==> src/logic/pcu_params.svh <==
// constants for the port pin control unit
`ifndef PCU_PARAMS_SVH
`define PCU_PARAMS_SVH
// register offsets, chosen locally
`define PCU_OFF_PORTA_DATA  4'h0
`define PCU_OFF_PORTB_DATA  4'h1
`define PCU_OFF_PORTA_DIR   4'h2
`define PCU_OFF_PORTB_DIR   4'h3
`define PCU_OFF_RSVD_A      4'h4
`define PCU_OFF_PULL        4'h5
`define PCU_OFF_DRIVE       4'h6
`define PCU_OFF_CLKOUT      4'h7
`define PCU_OFF_RSVD_B      4'h8
`define PCU_OFF_IRQCFG      4'h9
`define PCU_OFF_IRQ_STATUS  4'ha
`define PCU_OFF_IRQ_CLEAR   4'hb
`define PCU_OFF_IRQ_ENABLE  4'hc
// field positions
`define PCU_BIT_DBG_PULLUP  6
`define PCU_BIT_B_PULLDN    1
`define PCU_BIT_A_PULLDN    0
`define PCU_BIT_B_WEAK      1
`define PCU_BIT_A_WEAK      0
`define PCU_BIT_CLK_DIS     7
`define PCU_BIT_PRE16       5
`define PCU_BIT_EDGE_SEL    7
`define PCU_BIT_MASK_CONN   6
`define PCU_BIT_NMI_CONN    5
// reset values and masks
`define PCU_RST_BYTE        8'h00
`define PCU_RST_CLKOUT      8'h00
`define PCU_RST_IRQCFG      8'h40
`define PCU_MASK_PULL       8'h43
`define PCU_MASK_DRIVE      8'h03
`define PCU_MASK_CLKOUT     8'ha0
`define PCU_MASK_IRQCFG     8'he0
`define PCU_MASK_IRQSTAT    8'h03
`define PCU_PRE16_LAST      4'hf
`define PCU_DIV_ZERO        5'h00
`endif

==> src/logic/pcu_pkg.sv <==
// types for the port pin control unit
package pcu_pkg;
  typedef enum logic [2:0] {
    PCU_CLK_OFF   = 3'b001,
    PCU_CLK_RUN   = 3'b010,
    PCU_CLK_RSYNC = 3'b100
  } pcu_clk_state_t;
endpackage

==> src/logic/pcu_top.sv <==
// port pin control unit: direction, pulls, drive, clock out, ext irq config
//--------------------------------------------------------------------------
//--------------------------------------------------------------------------
//
// Implementation choices: the strobed register port and the register offsets.
`timescale 1ns/1ps
`include "pcu_params.svh"
module pcu_top
  import pcu_pkg::*;
(
  input  wire logic       sys_clk,
  input  wire logic       rstn,
  input  wire logic [3:0] reg_addr,
  input  wire logic [7:0] reg_wdata,
  input  wire logic       reg_wr,
  input  wire logic       reg_rd,
  output logic      [7:0] reg_rdata,
  input  wire logic       special_mode,
  input  wire logic [7:0] seg_en_a,
  input  wire logic [7:0] seg_en_b,
  input  wire logic [7:0] port_a_in,
  input  wire logic [7:0] port_b_in,
  output logic      [7:0] port_a_out,
  output logic      [7:0] port_a_oe,
  output logic      [7:0] port_a_ie,
  output logic      [7:0] port_b_out,
  output logic      [7:0] port_b_oe,
  output logic      [7:0] port_b_ie,
  output logic      [7:0] port_a_pulldown,
  output logic      [7:0] port_b_pulldown,
  output logic      [7:0] port_a_weak,
  output logic      [7:0] port_b_weak,
  input  wire logic       debug_pin_is_output,
  output logic            debug_pullup,
  output logic            bus_clock_out,
  input  wire logic       maskable_pin,
  input  wire logic       nonmaskable_interrupt_pin,
  input  wire logic       irq_service_ack,
  output logic            maskable_irq_req,
  output logic            nonmaskable_irq_req,
  output logic            irq
);

  //------------------------------------------------------------------------
  // registers
  //------------------------------------------------------------------------
  logic [7:0] port_a_data;
  logic [7:0] port_b_data;
  logic [7:0] port_a_direction;
  logic [7:0] port_b_direction;
  logic [7:0] pull_control;
  logic [7:0] drive_strength_select;
  logic [7:0] clock_output_control;
  logic [7:0] ext_interrupt_config;
  logic       irq_cfg_locked;
  logic [1:0] irq_status;
  logic [1:0] irq_enable;
  logic [7:0] pin_a_sync;
  logic [7:0] pin_b_sync;

  function automatic logic hit(input logic [3:0] addr, input logic [3:0] off);
    hit = (addr == off);
  endfunction

  function automatic logic [7:0] port_read(input logic [7:0] dir,
                                           input logic [7:0] data,
                                           input logic [7:0] pin);
    port_read = (dir & data) | (~dir & pin);
  endfunction

  pcu_sync8 u_sync_a
  (
    .sys_clk  (sys_clk),
    .rstn     (rstn),
    .async_in (port_a_in),
    .sync_out (pin_a_sync)
  );

  // the registered enable plus two flops of sync latency bound the read after a direction change
  pcu_sync8 u_sync_b
  (
    .sys_clk  (sys_clk),
    .rstn     (rstn),
    .async_in (port_b_in),
    .sync_out (pin_b_sync)
  );

  wire wr_data_a = reg_wr && hit(reg_addr, `PCU_OFF_PORTA_DATA);
  wire wr_data_b = reg_wr && hit(reg_addr, `PCU_OFF_PORTB_DATA);
  wire wr_dir_a  = reg_wr && hit(reg_addr, `PCU_OFF_PORTA_DIR);
  wire wr_dir_b  = reg_wr && hit(reg_addr, `PCU_OFF_PORTB_DIR);
  wire wr_pull   = reg_wr && hit(reg_addr, `PCU_OFF_PULL);
  wire wr_drive  = reg_wr && hit(reg_addr, `PCU_OFF_DRIVE);
  wire wr_clkout = reg_wr && hit(reg_addr, `PCU_OFF_CLKOUT);
  wire wr_irqcfg = reg_wr && hit(reg_addr, `PCU_OFF_IRQCFG);
  wire wr_iclr   = reg_wr && hit(reg_addr, `PCU_OFF_IRQ_CLEAR);
  wire wr_ien    = reg_wr && hit(reg_addr, `PCU_OFF_IRQ_ENABLE);

  always_ff @(posedge sys_clk)
  begin
    if (!rstn)
    begin
      port_a_data <= `PCU_RST_BYTE;
      port_b_data <= `PCU_RST_BYTE;
    end
    else
    begin
      if (wr_data_a)
        port_a_data <= reg_wdata;
      if (wr_data_b)
        port_b_data <= reg_wdata;
    end
  end

  // direction registers take any write in any mode
  always_ff @(posedge sys_clk)
  begin
    if (!rstn)
    begin
      port_a_direction <= `PCU_RST_BYTE;
      port_b_direction <= `PCU_RST_BYTE;
    end
    else
    begin
      if (wr_dir_a)
        port_a_direction <= reg_wdata;
      if (wr_dir_b)
        port_b_direction <= reg_wdata;
    end
  end

  always_ff @(posedge sys_clk)
  begin
    if (!rstn)
      pull_control <= `PCU_RST_BYTE;
    else if (wr_pull)
    begin
      pull_control[`PCU_BIT_B_PULLDN] <= reg_wdata[`PCU_BIT_B_PULLDN];
      pull_control[`PCU_BIT_A_PULLDN] <= reg_wdata[`PCU_BIT_A_PULLDN];
      if (special_mode)
        pull_control[`PCU_BIT_DBG_PULLUP] <= reg_wdata[`PCU_BIT_DBG_PULLUP];
    end
  end

  always_ff @(posedge sys_clk)
  begin
    if (!rstn)
      drive_strength_select <= `PCU_RST_BYTE;
    else if (wr_drive)
      drive_strength_select <= reg_wdata & `PCU_MASK_DRIVE;
  end

  always_ff @(posedge sys_clk)
  begin
    if (!rstn)
      clock_output_control <= `PCU_RST_CLKOUT;
    else if (wr_clkout)
      clock_output_control <= reg_wdata & (`PCU_MASK_CLKOUT | 8'h1f);
  end

  // write-once bits: first normal-mode write locks them against normal-mode writes until reset
  always_ff @(posedge sys_clk)
  begin
    if (!rstn)
    begin
      ext_interrupt_config <= `PCU_RST_IRQCFG;
      irq_cfg_locked       <= 1'b0;
    end
    else if (wr_irqcfg)
    begin
      ext_interrupt_config[`PCU_BIT_MASK_CONN] <= reg_wdata[`PCU_BIT_MASK_CONN];
      if (special_mode || !irq_cfg_locked)
      begin
        ext_interrupt_config[`PCU_BIT_EDGE_SEL] <= reg_wdata[`PCU_BIT_EDGE_SEL];
        ext_interrupt_config[`PCU_BIT_NMI_CONN] <= reg_wdata[`PCU_BIT_NMI_CONN];
      end
      if (!special_mode)
        irq_cfg_locked <= 1'b1;
    end
  end

  //------------------------------------------------------------------------
  // read port
  //------------------------------------------------------------------------
  always_ff @(posedge sys_clk)
  begin
    if (!rstn)
      reg_rdata <= 8'h00;
    else if (reg_rd)
    begin
      case (reg_addr)
        `PCU_OFF_PORTA_DATA: reg_rdata <= port_read(port_a_direction, port_a_data, pin_a_sync);
        `PCU_OFF_PORTB_DATA: reg_rdata <= port_read(port_b_direction, port_b_data, pin_b_sync);
        `PCU_OFF_PORTA_DIR:  reg_rdata <= port_a_direction;
        `PCU_OFF_PORTB_DIR:  reg_rdata <= port_b_direction;
        `PCU_OFF_PULL:       reg_rdata <= pull_control & `PCU_MASK_PULL;
        `PCU_OFF_DRIVE:      reg_rdata <= drive_strength_select;
        `PCU_OFF_CLKOUT:     reg_rdata <= clock_output_control;
        `PCU_OFF_IRQCFG:     reg_rdata <= ext_interrupt_config & `PCU_MASK_IRQCFG;
        `PCU_OFF_IRQ_STATUS: reg_rdata <= {6'h00, irq_status};
        `PCU_OFF_IRQ_ENABLE: reg_rdata <= {6'h00, irq_enable};
        default:             reg_rdata <= 8'h00;
      endcase
    end
    else
      reg_rdata <= 8'h00;
  end

  //------------------------------------------------------------------------
  // pin control
  //------------------------------------------------------------------------
  always_ff @(posedge sys_clk)
  begin
    if (!rstn)
    begin
      port_a_out <= 8'h00;
      port_a_oe  <= 8'h00;
      port_a_ie  <= 8'h00;
      port_b_out <= 8'h00;
      port_b_oe  <= 8'h00;
      port_b_ie  <= 8'h00;
    end
    else
    begin
      port_a_out <= port_a_data;
      port_a_oe  <= port_a_direction & ~seg_en_a;
      port_a_ie  <= ~port_a_direction & ~seg_en_a;
      port_b_out <= port_b_data;
      port_b_oe  <= port_b_direction & ~seg_en_b;
      port_b_ie  <= ~port_b_direction & ~seg_en_b;
    end
  end

  // pull and drive are per-pin so an output pin never sees a pull
  always_ff @(posedge sys_clk)
  begin
    if (!rstn)
    begin
      port_a_pulldown <= 8'h00;
      port_b_pulldown <= 8'h00;
      port_a_weak     <= 8'h00;
      port_b_weak     <= 8'h00;
      debug_pullup    <= 1'b0;
    end
    else
    begin
      port_a_pulldown <= {8{pull_control[`PCU_BIT_A_PULLDN]}} & ~port_a_direction & ~seg_en_a;
      port_b_pulldown <= {8{pull_control[`PCU_BIT_B_PULLDN]}} & ~port_b_direction & ~seg_en_b;
      port_a_weak     <= {8{drive_strength_select[`PCU_BIT_A_WEAK]}} & port_a_direction;
      port_b_weak     <= {8{drive_strength_select[`PCU_BIT_B_WEAK]}} & port_b_direction;
      debug_pullup    <= pull_control[`PCU_BIT_DBG_PULLUP] & ~debug_pin_is_output;
    end
  end

  //------------------------------------------------------------------------
  // clock output divider
  //------------------------------------------------------------------------
  // divide by 2*(div+1), times 16 with prescale: out toggles once per tick, so duty is always half
  pcu_clk_state_t clk_state;
  logic [4:0]     div_cnt;
  logic [3:0]     pre_cnt;
  logic           pre_tick;
  wire  [4:0]     div_val = clock_output_control[4:0];
  wire            pre_on  = clock_output_control[`PCU_BIT_PRE16];
  wire            clk_dis = clock_output_control[`PCU_BIT_CLK_DIS];

  always_ff @(posedge sys_clk)
  begin
    if (!rstn)
      clk_state <= PCU_CLK_OFF;
    else
    begin
      case (clk_state)
        PCU_CLK_OFF:   clk_state <= clk_dis ? PCU_CLK_OFF : PCU_CLK_RSYNC;
        PCU_CLK_RUN:   clk_state <= clk_dis ? PCU_CLK_OFF :
                                    (wr_clkout ? PCU_CLK_RSYNC : PCU_CLK_RUN);
        PCU_CLK_RSYNC: clk_state <= clk_dis ? PCU_CLK_OFF : PCU_CLK_RUN;
        default:       clk_state <= PCU_CLK_OFF;
      endcase
    end
  end

  // stage one: tick once per (div+1) bus clocks
  always_ff @(posedge sys_clk)
  begin
    if (!rstn || clk_state != PCU_CLK_RUN)
    begin
      div_cnt  <= `PCU_DIV_ZERO;
      pre_cnt  <= 4'h0;
      pre_tick <= 1'b0;
    end
    else
    begin
      if (div_cnt == div_val)
        div_cnt <= `PCU_DIV_ZERO;
      else
        div_cnt <= div_cnt + 5'h01;
      if (div_cnt == div_val)
        pre_cnt <= pre_cnt + 4'h1;
      pre_tick <= (div_cnt == div_val) && (!pre_on || pre_cnt == `PCU_PRE16_LAST);
    end
  end

  // when undivided the output toggles on every bus clock without using the tick stream
  always_ff @(posedge sys_clk)
  begin
    if (!rstn || clk_state != PCU_CLK_RUN)
      bus_clock_out <= 1'b0;
    else if (!pre_on && div_val == `PCU_DIV_ZERO)
      bus_clock_out <= ~bus_clock_out;
    else if (pre_tick)
      bus_clock_out <= ~bus_clock_out;
  end

  //------------------------------------------------------------------------
  // external interrupt pins
  //------------------------------------------------------------------------
  logic mask_prev;
  logic edge_latch;
  wire  edge_mode = ext_interrupt_config[`PCU_BIT_EDGE_SEL];
  wire  mask_conn = ext_interrupt_config[`PCU_BIT_MASK_CONN];
  wire  nmi_conn  = ext_interrupt_config[`PCU_BIT_NMI_CONN];
  wire  fall_seen = mask_prev & ~maskable_pin & edge_mode;

  always_ff @(posedge sys_clk)
  begin
    if (!rstn)
    begin
      mask_prev  <= 1'b1;
      edge_latch <= 1'b0;
    end
    else
    begin
      mask_prev <= maskable_pin;
      if (fall_seen)
        edge_latch <= 1'b1;
      else if (irq_service_ack || !edge_mode)
        edge_latch <= 1'b0;
    end
  end

  always_ff @(posedge sys_clk)
  begin
    if (!rstn)
    begin
      maskable_irq_req    <= 1'b0;
      nonmaskable_irq_req <= 1'b0;
    end
    else
    begin
      maskable_irq_req    <= mask_conn & (edge_mode ? (edge_latch | fall_seen) : ~maskable_pin);
      nonmaskable_irq_req <= nmi_conn & ~nonmaskable_interrupt_pin;
    end
  end

  // sticky status: bit0 maskable request, bit1 nonmaskable; set beats clear
  always_ff @(posedge sys_clk)
  begin
    if (!rstn)
    begin
      irq_status <= 2'h0;
      irq_enable <= 2'h0;
    end
    else
    begin
      irq_status <= (irq_status & ~(wr_iclr ? reg_wdata[1:0] : 2'h0))
                    | {nonmaskable_irq_req, maskable_irq_req};
      if (wr_ien)
        irq_enable <= reg_wdata[1:0];
    end
  end

  always_ff @(posedge sys_clk)
  begin
    if (!rstn)
      irq <= 1'b0;
    else
      irq <= |(irq_status & irq_enable);
  end

  //------------------------------------------------------------------------
  // checks
  //------------------------------------------------------------------------
  dir_out_a: assert property (@(posedge sys_clk) disable iff (!rstn)
    $past(rstn) |-> port_b_oe == ($past(port_b_direction) & ~$past(seg_en_b)))
    else $error("port b output enable wrong");
  seg_off_a: assert property (@(posedge sys_clk) disable iff (!rstn)
    $past(rstn) |-> ((port_b_oe | port_b_ie) & $past(seg_en_b)) == 8'h00)
    else $error("segment pin not disabled");
  rsvd_zero_a: assert property (@(posedge sys_clk) disable iff (!rstn)
    reg_rd && reg_addr == `PCU_OFF_RSVD_A |=> reg_rdata == 8'h00)
    else $error("reserved read nonzero");
  dbg_lock_a: assert property (@(posedge sys_clk) disable iff (!rstn)
    wr_pull && !special_mode |=> $stable(pull_control[`PCU_BIT_DBG_PULLUP]))
    else $error("debug pullup written in normal mode");
  pull_out_a: assert property (@(posedge sys_clk) disable iff (!rstn)
    ##1 (port_b_pulldown & $past(port_b_direction)) == 8'h00)
    else $error("pulldown on output pin");
  once_lock_a: assert property (@(posedge sys_clk) disable iff (!rstn)
    wr_irqcfg && irq_cfg_locked && !special_mode
    |=> $stable(ext_interrupt_config[`PCU_BIT_EDGE_SEL]))
    else $error("write once bit changed");
  clk_stop_a: assert property (@(posedge sys_clk) disable iff (!rstn)
    clk_dis [*3] |-> !bus_clock_out)
    else $error("clock out running while disabled");
  edge_hold_a: assert property (@(posedge sys_clk) disable iff (!rstn)
    edge_latch && edge_mode && !irq_service_ack && !wr_irqcfg |=> edge_latch)
    else $error("edge latch lost");
  nmi_gate_a: assert property (@(posedge sys_clk) disable iff (!rstn)
    !$past(nmi_conn) |-> !nonmaskable_irq_req)
    else $error("nmi request while disconnected");
  read_src_a: assert property (@(posedge sys_clk) disable iff (!rstn)
    reg_rd && reg_addr == `PCU_OFF_PORTB_DATA && port_b_direction == 8'hff
    |=> reg_rdata == $past(port_b_data))
    else $error("port read source wrong");

  cov_edge_c:  cover property (@(posedge sys_clk) fall_seen && mask_conn);
  cov_lock_c:  cover property (@(posedge sys_clk) wr_irqcfg && irq_cfg_locked);
  cov_div_c:   cover property (@(posedge sys_clk) pre_tick && pre_on);
  cov_irq_c:   cover property (@(posedge sys_clk) irq);

endmodule

==> src/logic/pcu_sync8.sv <==
// two-stage input synchroniser for eight pins
`timescale 1ns/1ps
module pcu_sync8
  import pcu_pkg::*;
(
  input  wire logic       sys_clk,
  input  wire logic       rstn,
  input  wire logic [7:0] async_in,
  output logic      [7:0] sync_out
);
  logic [7:0] stage1;
  always_ff @(posedge sys_clk)
  begin
    if (!rstn)
    begin
      stage1   <= 8'h00;
      sync_out <= 8'h00;
    end
    else
    begin
      stage1   <= async_in;
      sync_out <= stage1;
    end
  end
endmodule

==> config.mk <==
export PLATFORM = sky130hd
export DESIGN_NAME = pcu_top
export DESIGN_NICKNAME = d
export VERILOG_FILES = /design/src/logic/pcu_pkg.sv /design/src/logic/pcu_top.sv /design/src/logic/pcu_sync8.sv
export VERILOG_INCLUDE_DIRS = /design/src /design/src/logic
export SDC_FILE = /design/constraint.sdc
export NUM_CORES = 1
export LEC_CHECK = 0
export BUFFER_PORTS_ARGS = -buffer_cell sky130_fd_sc_hd__buf_2
export CAP_MARGIN = 20
export CORE_MARGIN = 2
export CORE_UTILIZATION = 55
export CTS_CLUSTER_DIAMETER = 200
export DETAILED_ROUTE_END_ITERATION = 8
export GPL_TIMING_DRIVEN = 0
export PLACE_DENSITY_LB_ADDON = 0.12
export SYNTH_ARGS = -nofsm -noshare
export SYNTH_HDL_FRONTEND = slang
export SYNTH_HIERARCHICAL = 1
export SYNTH_SLANG_ARGS = --single-unit
==> constraint.sdc <==
create_clock -name sys_clk -period 4 [get_ports sys_clk]
set_input_delay 0.6 -clock sys_clk [delete_from_list [all_inputs] [get_ports sys_clk]]
set_output_delay 0.6 -clock sys_clk [all_outputs]
set_load 0.01 [all_outputs]
---- Word level (Yosys, flattened, before mapping) ----
Index checks and enable logic that the tools add are counted.
cells by class
  $add $sub $neg .......................... 2
  muxes and demuxes ....................... 12
  bitwise operators ....................... 35
  reductions and logical operators ........ 30
  equality and inequality tests ........... 16
operators with widths
  operator                                        count
  AND 8 bit                                       14
  case mux 8 bit (10 select lines)                1
  inverter 8 bit                                  4
  == test 4 bit (second input constant)           5
  OR 8 bit                                        2
  == test 4 x 3 -> 1 bit (second input constant)  3
  logical AND 1 bit                               12
  2-to-1 mux 3 bit                                3
  case mux 3 bit (3 select lines)                 1
  == test 4 x 2 -> 1 bit (second input constant)  2
  AND reduction 2 bit                             4
  adder 5 x 1 -> 5 bit (second input constant)    1
  AND 1 bit                                       5
  == test 5 bit                                   1
  logical NOT 5 bit                               1
  2-to-1 mux 1 bit                                5
  inverter 1 bit                                  5
  adder 4 x 1 -> 4 bit (second input constant)    1
  AND 2 bit                                       2
  == test 4 x 1 -> 1 bit (second input constant)  1
  logical NOT 1 bit                               4
  logical NOT 4 bit                               1
  logical OR 1 bit                                4
  2-to-1 mux 2 bit                                2
  9 further kinds                                 11
word-level totals
  output and inout port bits .............. 93
  input port bits ......................... 53
  bits in registers ....................... 192

---- Longest topological paths before layout ----
  word-level depth ........................ 6
  gate-level depth with buffers ........... 7
  depth with buffers taken out ............ 4

---- Cells and area by module ----
The synthesis kept the hierarchy.
modules (own cells, without submodules)
  module     cells each  times used  area each (µm²)  sequential area each (µm²)
  pcu_top    578         1           6042.0           3203.1
  pcu_sync8  33          2           446.7            320.3

---- Worst setup path before layout ----
No wires, ideal clock.
  kind .................................... input-to-reg
  start ................................... input port reg_addr[1]
  end ..................................... register reg_rdata[7]
  stages .................................. 5
  data arrival time ....................... 1.660 ns
  path slack .............................. 2.272 ns
  path through ............................ buf_6 > or4b_1 > a21o_1 > a31o_1 > a21oi_2
between the ends
  longest elaborated chain between the ends .. 2
  elaborated cells on any way between the ends .. 11
ends and longest elaborated chain
  item                                   RTL line        RTL
  start, declared                        pcu_top.sv:13   input wire logic [3:0] reg_addr,
  == test 4 bit (tied with other cells)  pcu_top.sv:191  case (reg_addr)
  case mux 8 bit (10 select lines) (*)   pcu_top.sv:191
  end signal, assigned                   pcu_top.sv:192  `PCU_OFF_PORTA_DATA: reg_rdata <= port_read(port_a_direction, port_a_data, pin_a_sync);
  end signal, assigned                   pcu_top.sv:193  `PCU_OFF_PORTB_DATA: reg_rdata <= port_read(port_b_direction, port_b_data, pin_b_sync);
  end signal, assigned                   pcu_top.sv:194  `PCU_OFF_PORTA_DIR: reg_rdata <= port_a_direction;
  end, declared                          pcu_top.sv:17   output logic [7:0] reg_rdata,
Every way passes the cells marked *; elsewhere a longest branch is shown, timed or not.
A chain may end at the register's enable or synchronous reset.

---- Final worst setup path ----
  start ................................... input port rstn
  end ..................................... register port_b_oe[6]
RTL lines
  item                  RTL line        RTL
  start, declared       pcu_top.sv:12   input wire logic rstn,
  end signal, assigned  pcu_top.sv:229  port_b_oe <= port_b_direction & ~seg_en_b;
  end, declared         pcu_top.sv:27   output logic [7:0] port_b_oe,
No word-level cell between the ends.

==> results.json <==
{
  "yosys_warnings": 6,
  "cts_tree": "done",
  "setup_viol": 0,
  "grt_pass1_vias": 4985,
  "io_pins": 146,
  "synthesis.nets": 699,
  "hold_class": "in -> reg",
  "grt_max_degree": 23,
  "status": "finished clean",
  "vias": 5279,
  "yosys.area.top_type_share_pct": 55.4,
  "cp_num_buf_inv": 3,
  "first_iter_violations": 370,
  "hold_buffers": 0,
  "dieArea_um2": 13500,
  "final_common_cell": "dfxtp_1",
  "finalCritPeriodShare_pct": 46.3,
  "layout.nets": 859,
  "cts-buffers-inserted": 17,
  "met2_length_um": 8010,
  "grt_pass1_wl_um": 27300,
  "synthAdderAreaFrac_pct": 0.361,
  "hpwlAfterDp_um": 13300,
  "post_cts_resized": 0,
  "rsz0062_at_grt": "no",
  "max_freq_mhz": 539,
  "grt.overflow.total": 0,
  "cts_sinks": 192,
  "slowest_delay_ns": 0.51,
  "cp_slowest_cell": "clkbuf_1",
  "yosysSeqAreaShare_pct": 55.4,
  "yosys.area_share.simple_pct": 24.8,
  "clkLatencyLatePin_ns": 0.43,
  "placed_cells": 957,
  "drcViolationCount": 0,
  "post_cts_buffers": 0,
  "grt_antenna_before_repair": 0,
  "start_util_pct": 55.6,
  "crit_fanout": 22,
  "worstMarginPinSlew_ns": 0.612,
  "synth-edff-count": 0,
  "dr.pass1.iters": 5,
  "whs_endpoint": "nonmaskable_irq_req$_SDFF_PN0_",
  "slew_headroom_pct": 58.7,
  "synth_area_um2": 6940,
  "start_kind": "input port",
  "root_buffer": "clkbuf_16",
  "fin_cells": 989,
  "clk_path_buf_depth": 2,
  "core-area_um2": 12500,
  "crit_type": "in -> reg",
  "drv_cap": 0,
  "finalSetupTns_ns": 0,
  "synth-compound-area-share_pct": 9.49,
  "peakVddDrop_v": 0.000292,
  "cp_common_cell": "clkbuf_1",
  "cp_cell_sequence": "buf_2, clkbuf_1, clkbuf_1, and3b_1",
  "worstPathRequired_ns": 4.36,
  "rr_startpoint": "clock_output_control[1]$_SDFFE_PN0P_",
  "regToRegSetupSlack_ns": 2.45,
  "syn_inst": 644,
  "synth_seq_cells": 192,
  "n_antenna_cell": 0,
  "met1Wirelength_um": 8040,
  "power_density_nw_per_um2": 458,
  "die_h_um": 116,
  "hp-start": "nonmaskable_interrupt_pin",
  "rows": 41,
  "fin_skew_ns": 0.00585,
  "wl_met3_um": 1220,
  "layout-drive-gt1-share_pct": 27.4,
  "leakage_uw": 0.00369,
  "arrival_ns": 2.21,
  "htree_levels": 4,
  "antenna_left": 0,
  "chipWidth_um": 116,
  "synth_mux_area_share_pct": 5.54,
  "cp_top_family": "buffers and inverters",
  "synth_xor_area_share_pct": 1.26,
  "highest_layer": "met4",
  "r2r_cells": 4,
  "whs_path_depth": 2,
  "ys.flop_type": "dfxtp_1",
  "gp_congestion": 0.907,
  "portBuffers": 141,
  "clkTransAtPathRegs_ns": 0.07,
  "final_cell_mix": "192 x dfxtp_1, 149 x buf_2, 42 x and2_1",
  "avgSynthCellArea_um2": 10.8,
  "drt-total-wl_um": 17900,
  "final_max_slew_viol_count": 0,
  "vias_per_cell": 5.34,
  "wl_per_cell_um": 18.1,
  "synth_top_area_cell": "dfxtp_1",
  "synth_top_family_by_area": "simple AND/OR/NAND/NOR gates",
  "synth_area_leaders": "dfxtp_1 55%, mux2i_1 5.1%, and2_1 3.8%, nor2b_1 3.2%, and2_2 2.6%",
  "async_flop_share_pct": 0,
  "period_needed_ns": 1.85,
  "end_kind": "flip-flop",
  "rr_endpoint": "pre_cnt[3]$_SDFFE_PP0P_",
  "grtUsageTotal_pct": 27.3,
  "hold_viol": 0,
  "synthToLayoutAreaGrowth_pct": 21.8,
  "synth_cell_types": 61
}
-- final cells by class --
cell class | count | area [µm²]
fillers | 952 | 4020
flip-flops and latches | 192 | 3840
multi-input cells | 411 | 2880
repair buffers | 141 | 706
clock buffers | 20 | 467
well taps | 172 | 215
plain buffers | 35 | 194
clock inverters | 12 | 124
inverters | 6 | 22.5
-- worst reg2reg max path, delay by kind of cell, from the launching register on --
kind | cells | cell delay (ns)
compound gates | 1 | 0.14
xor+xnor | 1 | 0.17
flops | 1 | 0.44
simple gates | 2 | 0.73
-- report_power, final --
part / total (µW) / switching [µW] / leakage [µW] / internal (µW)
Clock: 1670 / 744 / 0.000278 / 922
Sequential: 1980 / 24.9 / 0.00156 / 1950
Combinational: 225 / 129 / 0.00186 / 95.7
Total: 3870 / 899 / 0.00369 / 2970
-- routing by layer --
metal | up-vias | GRT usage, %
li1 | 2554 | -
met1 | 2481 | 36.4
met2 | 206 | 43.0
met3 | 38 | 5.60
met4 | 0 | 12.6
met5 | - | 0
-- cell families (layout without fill, tap and decap cells) --
logic type / after synthesis / after routing
buffers and inverters: 41 / 214
AO/OA/AOI/OAI: 91 / 91
XOR/XNOR: 10 / 10
flip-flops: 192 / 192
AND/OR/NAND/NOR: 270 / 270
adder cells (fa/ha/maj): 2 / 2
multiplexers: 38 / 38
-- worst max path at each step --
stage | from | end | slack (ns) | cells after the start
2_1_floorplan | reg_addr[1] | reg_rdata[7]$_SDFF_PN0_ | 2.27 | 5
3_3_place_gp | rstn | nonmaskable_irq_req$_SDFF_PN0_ | 1.77 | 5
3_5_place_dp | rstn | port_b_oe[6]$_SDFF_PN0_ | 1.73 | 4
4_1_cts | rstn | port_b_oe[6]$_SDFF_PN0_ | 2.15 | 4
5_1_grt | rstn | maskable_irq_req$_SDFF_PN0_ | 2.07 | 5
6_report | rstn | port_b_oe[6]$_SDFF_PN0_ | 2.15 | 4
-- per-stage QoR --
| step | hold slack [ns] | util (%) | power [µW] | cell area [µm²] | worst slack [ns] |
|---|---|---|---|---|---|
| 2_1_floorplan | 0.412 | - | 2140 | 6940 | 2.27 |
| 3_3_place_gp | 0.416 | 63.0 | 2240 | 7860 | 1.77 |
| 3_5_place_dp | 0.426 | 63.0 | 2240 | 7860 | 1.73 |
| 4_1_cts | 0.304 | 67.8 | 3880 | 8450 | 2.15 |
| 5_1_grt | 0.314 | 67.8 | 3990 | 8450 | 2.07 |
| 6_report | 0.321 | 67.8 | 3870 | 8450 | 2.15 |
-- sequential cells by signal, indices dropped and copies added (netlist names), 8 cells and up --
| signal | cells |
|---|---|
| port_a_pulldown | 8 |
| u_sync_b/sync_out | 8 |
| reg_rdata | 8 |
| port_b_ie | 8 |
| port_a_ie | 8 |
| port_a_direction | 8 |
| port_b_weak | 8 |
| port_a_oe | 8 |
| port_b_pulldown | 8 |
| port_b_out | 8 |
| port_a_weak | 8 |
| port_a_data | 8 |
| port_b_oe | 8 |
| u_sync_a/stage1 | 8 |
| port_a_out | 8 |
| port_b_direction | 8 |
| u_sync_a/sync_out | 8 |
| u_sync_b/stage1 | 8 |
| port_b_data | 8 |
-- cells in the mapped netlist, types with 2 or more instances --
cell type  instances
nor2_1            16
and2_2            24
a22o_1             3
xnor2_1            6
or4_1              2
mux2i_1           35
nor3b_1           19
nor3_1             7
a21boi_0           7
xor2_1             4
buf_4              2
and3_1            18
nand4b_1           3
nand3_1           26
o21ai_0           16
a31oi_1            7
a21oi_1            9
a32oi_1            3
nand3b_1           8
nand2b_1           9
o21a_1             6
clkbuf_1          18
nor4_1             2
o31ai_1            4
and2_1            42
nor3b_2            2
inv_1              6
buf_6              6
nor2b_1           36
mux2_2             3
a21o_1             3
a22oi_1            4
and3b_1           16
or3_1              2
dfxtp_1          192
ha_1               2
nand2_1           27
a21boi_1          14
a211oi_1           2
o211ai_1           5
buf_2              8
No activity file was read; power rests on OpenSTA's default activity.
